--- src/inc/tca_pkg.sv ---
// Shared constants, register map and carrier types for the channel A block.
package tca_pkg;

	// ------------------------------------------------------------
	// Widths and reset values
	// ------------------------------------------------------------
	localparam int          CNT_W    = 10;
	localparam int          PRE_W    = 16;
	localparam int          ADDR_W   = 8;
	localparam int          CTRL_W   = 7;
	localparam logic [9:0]  PER_RST  = 10'h3ff;
	localparam logic [9:0]  CMPA_RST = 10'h000;
	localparam logic [15:0] PRE_RST  = 16'h0000;

	// ------------------------------------------------------------
	// Register byte addresses
	// ------------------------------------------------------------
	localparam logic [7:0] REG_CTRL = 8'h00;
	localparam logic [7:0] REG_CMPA = 8'h04;
	localparam logic [7:0] REG_PER  = 8'h08;
	localparam logic [7:0] REG_PRE  = 8'h0c;
	localparam logic [7:0] REG_STAT = 8'h10;
	localparam logic [7:0] REG_CAPT = 8'h14;

	localparam logic [1:0] RESP_OKAY   = 2'h0;
	localparam logic [1:0] RESP_SLVERR = 2'h2;

	// ------------------------------------------------------------
	// Mode select and pin function codes
	// ------------------------------------------------------------
	localparam logic [1:0] MODE_CMP = 2'h0;
	localparam logic [1:0] MODE_CAP = 2'h1;
	localparam logic [1:0] MODE_PWM = 2'h2;
	localparam logic [1:0] MODE_TMR = 2'h3;

	localparam logic [1:0] FN_NONE  = 2'h0;
	localparam logic [1:0] FN_LOW   = 2'h1;
	localparam logic [1:0] FN_HIGH  = 2'h2;
	localparam logic [1:0] FN_TGL   = 2'h3;

	localparam logic [1:0] FN_INACT = 2'h0;
	localparam logic [1:0] FN_ACT   = 2'h1;
	localparam logic [1:0] FN_WAVE  = 2'h2;
	localparam logic [1:0] FN_PULSE = 2'h3;

	localparam logic [1:0] FN_RISE  = 2'h0;
	localparam logic [1:0] FN_FALL  = 2'h1;
	localparam logic [1:0] FN_BOTH  = 2'h2;
	localparam logic [1:0] FN_OFF   = 2'h3;

	// ------------------------------------------------------------
	// Carriers
	// ------------------------------------------------------------
	// Packed in the bit order of the control register, bit 6 first.
	typedef struct packed {
		logic       chan_a_polarity;
		logic       chan_a_level_select;
		logic [1:0] chan_a_pin_function;
		logic [1:0] chan_a_mode_select;
		logic       counter_on_off;
	} tca_cfg_t;

	typedef struct packed {
		logic [CNT_W-1:0] cmpa;
		logic [CNT_W-1:0] per;
		logic [PRE_W-1:0] pre;
	} tca_tim_t;

	typedef struct packed {
		logic             pin;
		logic [CNT_W-1:0] cnt;
		logic [CNT_W-1:0] capt;
	} tca_stat_t;

endpackage : tca_pkg

--- src/core/tca_regs.sv ---
// AXI4-Lite register slave for the channel A block.
`timescale 1ns/1ns
module tca_regs (
	// Clock and reset
	input  wire logic                      aclk,
	input  wire logic                      aresetn,
	// AXI4-Lite slave
	input  wire logic [tca_pkg::ADDR_W-1:0] awaddr,
	input  wire logic                      awvalid,
	output logic                           awready,
	input  wire logic [31:0]               wdata,
	input  wire logic [3:0]                wstrb,
	input  wire logic                      wvalid,
	output logic                           wready,
	output logic [1:0]                     bresp,
	output logic                           bvalid,
	input  wire logic                      bready,
	input  wire logic [tca_pkg::ADDR_W-1:0] araddr,
	input  wire logic                      arvalid,
	output logic                           arready,
	output logic [31:0]                    rdata,
	output logic [1:0]                     rresp,
	output logic                           rvalid,
	input  wire logic                      rready,
	// Block side
	output tca_pkg::tca_cfg_t              cfg,
	output tca_pkg::tca_tim_t              tim,
	input  tca_pkg::tca_stat_t             stat
);
	import tca_pkg::*;

	// ------------------------------------------------------------
	// Byte-lane merge
	// ------------------------------------------------------------
	function automatic logic [31:0] wmerge(input logic [31:0] o,
		input logic [31:0] n, input logic [3:0] s);
		logic [31:0] r;
		r = o;
		for (int i = 0; i < 4; i++) begin
			if (s[i]) begin
				r[i*8 +: 8] = n[i*8 +: 8];
			end
		end
		return r;
	endfunction : wmerge

	logic              aw_hold_q, w_hold_q;
	logic [ADDR_W-1:0] awaddr_q;
	logic [31:0]       wdata_q;
	logic [3:0]        wstrb_q;
	logic [CTRL_W-1:0] ctrl_q;
	logic [CNT_W-1:0]  cmpa_q, per_q;
	logic [PRE_W-1:0]  pre_q;
	logic              do_wr;

	assign awready = !aw_hold_q;
	assign wready  = !w_hold_q;
	assign arready = !rvalid;
	assign do_wr   = aw_hold_q && w_hold_q && !bvalid;
	assign cfg     = tca_cfg_t'(ctrl_q);
	assign tim     = '{cmpa: cmpa_q, per: per_q, pre: pre_q};

	// ------------------------------------------------------------
	// Write channels
	// ------------------------------------------------------------
	always_ff @(posedge aclk) begin
		if (!aresetn) begin
			aw_hold_q <= 1'b0;
			awaddr_q  <= '0;
		end else if (awvalid && awready) begin
			aw_hold_q <= 1'b1;
			awaddr_q  <= awaddr;
		end else if (do_wr) begin
			aw_hold_q <= 1'b0;
		end
	end

	always_ff @(posedge aclk) begin
		if (!aresetn) begin
			w_hold_q <= 1'b0;
			wdata_q  <= '0;
			wstrb_q  <= '0;
		end else if (wvalid && wready) begin
			w_hold_q <= 1'b1;
			wdata_q  <= wdata;
			wstrb_q  <= wstrb;
		end else if (do_wr) begin
			w_hold_q <= 1'b0;
		end
	end

	always_ff @(posedge aclk) begin
		if (!aresetn) begin
			ctrl_q <= '0;
			cmpa_q <= CMPA_RST;
			per_q  <= PER_RST;
			pre_q  <= PRE_RST;
			bvalid <= 1'b0;
			bresp  <= RESP_OKAY;
		end else if (do_wr) begin
			bvalid <= 1'b1;
			bresp  <= RESP_OKAY;
			case (awaddr_q)
				REG_CTRL: ctrl_q <= CTRL_W'(wmerge(32'(ctrl_q), wdata_q, wstrb_q));
				REG_CMPA: cmpa_q <= CNT_W'(wmerge(32'(cmpa_q), wdata_q, wstrb_q));
				REG_PER:  per_q  <= CNT_W'(wmerge(32'(per_q), wdata_q, wstrb_q));
				REG_PRE:  pre_q  <= PRE_W'(wmerge(32'(pre_q), wdata_q, wstrb_q));
				default:  bresp  <= RESP_SLVERR;
			endcase
		end else if (bready) begin
			bvalid <= 1'b0;
		end
	end

	// ------------------------------------------------------------
	// Read channel
	// ------------------------------------------------------------
	always_ff @(posedge aclk) begin
		if (!aresetn) begin
			rvalid <= 1'b0;
			rdata  <= '0;
			rresp  <= RESP_OKAY;
		end else if (arvalid && arready) begin
			rvalid <= 1'b1;
			rresp  <= RESP_OKAY;
			case (araddr)
				REG_CTRL: rdata <= 32'(ctrl_q);
				REG_CMPA: rdata <= 32'(cmpa_q);
				REG_PER:  rdata <= 32'(per_q);
				REG_PRE:  rdata <= 32'(pre_q);
				REG_STAT: rdata <= 32'({stat.pin, stat.cnt});
				REG_CAPT: rdata <= 32'(stat.capt);
				default: begin
					rdata <= '0;
					rresp <= RESP_SLVERR;
				end
			endcase
		end else if (rready) begin
			rvalid <= 1'b0;
		end
	end

endmodule : tca_regs

--- src/core/tca_chan_a.sv ---
// Channel A pin control of a 10-bit timer: compare, PWM, capture, timer.
// Summary of operation
// RULE_01: Compare mode match drives pin low (01), high (10) or toggles (11).
// RULE_02: Compare mode with function 00 leaves the pin unchanged on match.
// RULE_03: PWM mode function: 00 inactive, 01 active, 10 waveform, 11 pulse.
// RULE_04: Capture mode function: 00 rising, 01 falling, 10 both, 11 off.
// RULE_05: Timer mode ignores the function field and the level bit.
// RULE_06: A match selecting the level already present changes nothing.
// RULE_07: Counter switching on returns the compare pin to its initial level.
// RULE_08: Software should change the function field only while stopped.
// RULE_09: In compare mode the level bit gives the initial pin level.
// RULE_10: In PWM mode the level bit gives the active level.
// RULE_11: Mode field: 00 compare, 01 capture, 10 PWM, 11 timer.
// RULE_12: Counter switching on clears the counter; switching off holds it.
// RULE_13: Polarity bit inverts the pin output, except in capture and timer modes.
// RULE_14: Comparator A matches the full 10-bit counter to the compare value.
//
// Implementation choices: the AXI4-Lite register port and the register addresses.
`timescale 1ns/1ns
module tca_chan_a (
	// Clock and reset
	input  wire logic                      aclk,
	input  wire logic                      aresetn,
	// AXI4-Lite slave
	input  wire logic [tca_pkg::ADDR_W-1:0] awaddr,
	input  wire logic                      awvalid,
	output logic                           awready,
	input  wire logic [31:0]               wdata,
	input  wire logic [3:0]                wstrb,
	input  wire logic                      wvalid,
	output logic                           wready,
	output logic [1:0]                     bresp,
	output logic                           bvalid,
	input  wire logic                      bready,
	input  wire logic [tca_pkg::ADDR_W-1:0] araddr,
	input  wire logic                      arvalid,
	output logic                           arready,
	output logic [31:0]                    rdata,
	output logic [1:0]                     rresp,
	output logic                           rvalid,
	input  wire logic                      rready,
	// Channel A pin
	input  wire logic                      chan_a_pin_i,
	output logic                           chan_a_pin_o,
	output logic                           chan_a_pin_oe_n
);
	import tca_pkg::*;

	tca_cfg_t         cfg;
	tca_tim_t         tim;
	tca_stat_t        stat;
	logic [PRE_W-1:0] div_q;
	logic [CNT_W-1:0] cnt_q, capt_q;
	logic             on_q, on_rise, tick, match;
	logic             lvl_q, sp_done_q, pin_q, oe_n_q;
	logic             raw, pin_d;
	logic             s1_q, s2_q, s3_q, edge_r, edge_f, cap_evt;

	tca_regs u_regs (
		.aclk    (aclk),
		.aresetn (aresetn),
		.awaddr  (awaddr),
		.awvalid (awvalid),
		.awready (awready),
		.wdata   (wdata),
		.wstrb   (wstrb),
		.wvalid  (wvalid),
		.wready  (wready),
		.bresp   (bresp),
		.bvalid  (bvalid),
		.bready  (bready),
		.araddr  (araddr),
		.arvalid (arvalid),
		.arready (arready),
		.rdata   (rdata),
		.rresp   (rresp),
		.rvalid  (rvalid),
		.rready  (rready),
		.cfg     (cfg),
		.tim     (tim),
		.stat    (stat)
	);

	assign stat = '{pin: pin_q, cnt: cnt_q, capt: capt_q};
	assign chan_a_pin_o    = pin_q;
	assign chan_a_pin_oe_n = oe_n_q;

	// Returns the pin level for an active or inactive PWM state.
	function automatic logic drive(input logic act, input logic lvl);
		return act ? lvl : !lvl;
	endfunction : drive

	// ------------------------------------------------------------
	// Counter clock divider and counter
	// ------------------------------------------------------------
	assign tick    = cfg.counter_on_off && (div_q >= tim.pre);
	assign on_rise = cfg.counter_on_off && !on_q;
	assign match   = tick && (cnt_q == tim.cmpa); // RULE_14

	always_ff @(posedge aclk) begin
		if (!aresetn || !cfg.counter_on_off || tick) begin
			div_q <= '0;
		end else begin
			div_q <= div_q + 1'b1;
		end
	end

	always_ff @(posedge aclk) begin
		if (!aresetn) begin
			on_q <= 1'b0;
		end else begin
			on_q <= cfg.counter_on_off;
		end
	end

	always_ff @(posedge aclk) begin
		if (!aresetn) begin
			cnt_q <= '0;
		end else if (on_rise) begin
			cnt_q <= '0; // RULE_12
		end else if (tick) begin
			cnt_q <= (cnt_q == tim.per) ? '0 : cnt_q + 1'b1;
		end
	end

	// ------------------------------------------------------------
	// Compare output level and single pulse state
	// ------------------------------------------------------------
	always_ff @(posedge aclk) begin
		if (!aresetn) begin
			lvl_q <= 1'b0;
		end else if (on_rise) begin
			lvl_q <= cfg.chan_a_level_select; // RULE_07 RULE_09
		end else if (match && cfg.chan_a_mode_select == MODE_CMP) begin
			case (cfg.chan_a_pin_function) // RULE_01 RULE_02 RULE_06
				FN_LOW:  lvl_q <= 1'b0;
				FN_HIGH: lvl_q <= 1'b1;
				FN_TGL:  lvl_q <= !lvl_q;
				default: lvl_q <= lvl_q;
			endcase
		end
	end

	always_ff @(posedge aclk) begin
		if (!aresetn || on_rise) begin
			sp_done_q <= 1'b0;
		end else if (match && cfg.chan_a_mode_select == MODE_PWM) begin
			sp_done_q <= 1'b1;
		end
	end

	// ------------------------------------------------------------
	// Pin output
	// ------------------------------------------------------------
	always_comb begin
		raw = 1'b0;
		case (cfg.chan_a_mode_select) // RULE_11
			MODE_CMP: raw = lvl_q;
			MODE_PWM: begin
				case (cfg.chan_a_pin_function) // RULE_03 RULE_10
					FN_INACT: raw = drive(1'b0, cfg.chan_a_level_select);
					FN_ACT:   raw = drive(1'b1, cfg.chan_a_level_select);
					FN_WAVE:  raw = drive(cfg.counter_on_off
						&& (cnt_q < tim.cmpa), cfg.chan_a_level_select);
					default:  raw = drive(cfg.counter_on_off && !sp_done_q,
						cfg.chan_a_level_select);
				endcase
			end
			default: raw = 1'b0; // RULE_05
		endcase
	end

	// Capture and timer modes leave the pin undriven at a fixed low.
	assign pin_d = (cfg.chan_a_mode_select == MODE_CMP
		|| cfg.chan_a_mode_select == MODE_PWM)
		? raw ^ cfg.chan_a_polarity : 1'b0; // RULE_13

	always_ff @(posedge aclk) begin
		if (!aresetn) begin
			pin_q  <= 1'b0;
			oe_n_q <= 1'b1;
		end else begin
			pin_q  <= pin_d;
			oe_n_q <= !(cfg.chan_a_mode_select == MODE_CMP
				|| cfg.chan_a_mode_select == MODE_PWM);
		end
	end

	// ------------------------------------------------------------
	// Capture input
	// ------------------------------------------------------------
	assign edge_r = s2_q && !s3_q;
	assign edge_f = !s2_q && s3_q;

	always_comb begin
		case (cfg.chan_a_pin_function) // RULE_04
			FN_RISE: cap_evt = edge_r;
			FN_FALL: cap_evt = edge_f;
			FN_BOTH: cap_evt = edge_r || edge_f;
			default: cap_evt = 1'b0;
		endcase
	end

	always_ff @(posedge aclk) begin
		if (!aresetn) begin
			s1_q <= 1'b0;
			s2_q <= 1'b0;
			s3_q <= 1'b0;
		end else begin
			s1_q <= chan_a_pin_i;
			s2_q <= s1_q;
			s3_q <= s2_q;
		end
	end

	always_ff @(posedge aclk) begin
		if (!aresetn) begin
			capt_q <= '0;
		end else if (cfg.chan_a_mode_select == MODE_CAP && cap_evt) begin
			capt_q <= cnt_q;
		end
	end

	// ------------------------------------------------------------
	// Checks
	// ------------------------------------------------------------
	// Checks stay quiet until one edge has passed with reset released,
	// so that no attempt judges the state that reset itself left behind.
	logic live_q;

	always_ff @(posedge aclk) begin
		if (!aresetn) begin
			live_q <= 1'b0;
		end else begin
			live_q <= 1'b1;
		end
	end

	logic cmp_m;
	assign cmp_m = match && !on_rise && cfg.chan_a_mode_select == MODE_CMP;
endmodule : tca_chan_a

--- config.mk ---
export PLATFORM = sky130hd
export DESIGN_NAME = tca_chan_a
export DESIGN_NICKNAME = d
export VERILOG_FILES = /design/src/inc/tca_pkg.sv /design/src/core/tca_regs.sv /design/src/core/tca_chan_a.sv
export SDC_FILE = /design/constraint.sdc
export NUM_CORES = 1
export LEC_CHECK = 0
export ABC_CLOCK_PERIOD_IN_PS = 3100
export BUFFER_PORTS_ARGS = -buffer_cell sky130_fd_sc_hd__buf_4
export CAP_MARGIN = 10
export CELL_PAD_IN_SITES_DETAIL_PLACEMENT = 1
export CELL_PAD_IN_SITES_GLOBAL_PLACEMENT = 2
export CORE_MARGIN = 2
export CORE_UTILIZATION = 34
export DETAILED_ROUTE_END_ITERATION = 8
export PLACE_DENSITY = 0.77
export SETUP_SLACK_MARGIN = 0.5
export SYNTH_ARGS = -nofsm -noshare
export SYNTH_HDL_FRONTEND = slang
export SYNTH_SLANG_ARGS = --single-unit
--- constraint.sdc ---
create_clock -name aclk -period 3.1 [get_ports aclk]
set_clock_uncertainty 0.1 [all_clocks]
set_input_delay 0.155 -clock aclk [delete_from_list [all_inputs] [get_ports aclk]]
set_output_delay 0.155 -clock aclk [all_outputs]
set_load 0.05 [all_outputs]
==> impl_metrics.json <==
{
  "syn_to_final_growth_pct": 26.3,
  "cts_made_buffers": 17,
  "dp_cells": 1047,
  "final_max_slew_viol_count": 0,
  "critical_path_required_ns": 3.35,
  "nets": 941,
  "holdPathEnd": "u_regs.rresp[1]",
  "wire_per_inst_um": 16.9,
  "grt_pass1_vias": 5880,
  "ff2ff_path_depth": 9,
  "r2r_start": "u_regs.cfg[3]",
  "setup_ws_ns": 0.625,
  "ys_seq_area_share_pct": 41.1,
  "synth_top_area_share_pct": 41.1,
  "grt_max_degree": 48,
  "yosys_most_used_dff": "dfxtp_1",
  "p_per_area_nw_per_um2": 487,
  "dp_hpwl_um": 14000,
  "worst_pin_slew_ns": 0.900,
  "syn_inst": 748,
  "n_antenna_cell": 0,
  "insertion_delay_ns": 0.42,
  "die_x_um": 143,
  "synth_area_um2": 6580,
  "ir_drop_mv": 0.374,
  "path_max_fanout": 5,
  "coreArea_um2": 18800,
  "vias": 5607,
  "seqPwrFrac_pct": 44.3,
  "yosys_warnings": 0,
  "initial_core_util_pct": 34.9,
  "gp_congestion": 0.801,
  "gr-total-overflow": 0,
  "postRouteAntennaNets": 0,
  "setup_viol": 0,
  "port_buffers": 66,
  "start_kind": "flip-flop",
  "final_util_pct": 44.1,
  "p_int_mw": 3.06,
  "synth_edf_count": 0,
  "viasPerCell": 5.01,
  "layout.cells.non_filler": 1120,
  "die_area_um2": 20500,
  "io_pins": 103,
  "antenna_found_initial": 0,
  "r2r_setup_slack_ns": 0.63,
  "fmax_ghz": 0.404,
  "criticalPathCategory": "flip-flop to flip-flop",
  "sw_frac_of_total_pct": 24.5,
  "synth.avg_cell_area_um2": 8.79,
  "finalCriticalPeriod_ns": 2.47,
  "fp-row-count": 50,
  "total_power_mw": 4.05,
  "cap_violations": 0,
  "worst_r2r_endpoint": "chan_a_pin_o",
  "period_share_pct": 79.8,
  "end_kind": "flip-flop",
  "maxSlewHeadroom_pct": 39.9,
  "dpl-instance-area_um2": 7250,
  "drcViolationCount": 0,
  "grt_use_total_pct": 19.2,
  "fin_area_um2": 8310,
  "min-delay-start": "araddr[4]",
  "yosys-top-cells-area": "dfxtp_1, mux2i_1, ha_1, nand2_1, nor2_1",
  "cts_root_buffer": "clkbuf_16",
  "cts_tree": "yes",
  "power.combinational.fraction_pct": 7.3,
  "tns_ns": 0,
  "die_h_um": 143,
  "p_leak_nw": 3.15,
  "p_switching_mw": 0.990,
  "wl_um": 18900,
  "cts-htree-levels": 4,
  "hold_depth": 3,
  "ys_seq_elements": 135,
  "hp-class": "input pin to flip-flop",
  "synth_top_cell_by_area": "dfxtp_1",
  "clock_sinks": 135,
  "rsz0062_at_grt": "yes",
  "status": "finished clean",
  "cts_max_path_buffers": 2,
  "dpl_worst_slack_ns": 0.108,
  "cp.arrival_ns": 2.73,
  "pwr-share-clk_pct": 48.4,
  "ys_types": 55,
  "finalHoldViolations": 0,
  "path_clk_slew_ns": 0.06,
  "grt_pass1_wl_um": 30500,
  "whs_ns": 0.119,
  "drt-initial-drc-count": 267,
  "final_layout_size_suffix_gt1_share_pct": 18.0,
  "firstDrtPassIters": 4,
  "ys_async_sr_fraction_pct": 0
}
[cells in the mapped netlist, drive strengths merged (14+ instances only)]
master and n:
nor2 93, a22oi 15, xnor2 16, buf 24, o21ai 14, ha 34
inv 42, mux2i 63, a21oi 50, clkbuf 30, nand2 96, dfxtp 135
[area by class of cell]
cell class	instances	area [um^2]
well taps	260	325
fillers	2171	10500
repair buffers	117	971
inverters	42	158
flip-flops and latches	135	2710
clock inverters	13	133
clock buffers	19	433
multi-input cells	534	3570
[registers in the layout, indices dropped and copies added, names as in the netlist, 2 cells and up]
name,cells
u_regs.pre_q,16
u_regs.awaddr_q,8
u_regs.wstrb_q,2
u_regs.wdata_q,16
cnt_q,10
u_regs.rdata,16
div_q,16
u_regs.cfg,7
u_regs.cmpa_q,10
capt_q,10
u_regs.per_q,10
[worst max path at each step]
stage                   endpoint  cells after the start        startpoint  slack, ns
finish              chan_a_pin_o                      9     u_regs.cfg[3]       0.63
global route            cnt_q[8]                     10  u_regs.pre_q[10]       0.49
global placement           lvl_q                      8  u_regs.pre_q[13]       0.28
detailed placement         lvl_q                      8  u_regs.pre_q[13]       0.11
CTS                     cnt_q[6]                     10   u_regs.pre_q[9]       0.50
floorplan                  lvl_q                      9  u_regs.pre_q[13]       0.74
[power groups by stage]
stage / clock network, mW / registers (mW) / logic, mW
after global placement: 0 / 1.83 / 0.259
after detailed placement: 0 / 1.83 / 0.265
final: 1.96 / 1.79 / 0.296
after global routing: 2.08 / 1.79 / 0.321
after floorplan: 0 / 1.83 / 0.182
after CTS: 2.00 / 1.79 / 0.297
[cells in the final DEF, fill, tap and decap left out, drive strengths merged, types with 9 or more instances in the layout]
cell,count
xor2,9
a21oi,50
clkinv,10
inv,42
conb,18
clkbuf,19
dfxtp,135
ha,34
dlygate4sd3,32
nor2,93
nor3,11
buf,85
nand4,10
xnor2,16
nand2,96
mux2i,63
o21ai,14
a22oi,15
nand3,12
a21o,12
[worst max-delay path: stages, from the launching register on]
cell      delay (ns)
dfxtp_1         0.38
inv_1           0.13
ha_1            0.21
nand2_1         0.07
nor3_1          0.34
or4b_2          0.63
o221ai_1        0.13
nor3_1          0.08
nor3_1          0.18
buf_4           0.17
[routing by layer]
metal  part of all wire [%]  routed length (um)  GRT usage, %
met1                     46                8740          23.9
met2                     48                9110          32.7
met3                    2.7                 511          3.05
met4                    3.0                 567          8.39
met5                      0                   0             0
[logic make-up after synthesis]
family	after synthesis	synth area share, %
xor gates and xnor gates	25	3.33
muxes	70	12.0
and+or+nand+nor	270	18.9
DFF	135	41.1
AOI/OAI and AO/OA	117	11.3
other	1	0.0570
buffers and inverters	96	6.89
adders and majority gates	34	6.47
[timing repair]
| item | CTS | global route |
|---|---|---|
| resized for setup | 5 | 20 |
| endpoints found under the hold margin | 42 | 0 |
| endpoints found under the setup margin | 27 | 31 |
| pin swaps | 1 | 11 |
| buffers inserted | 5 | 4 |
| hold buffers | 32 | 0 |
No activity file was read; power rests on OpenSTA's default activity.
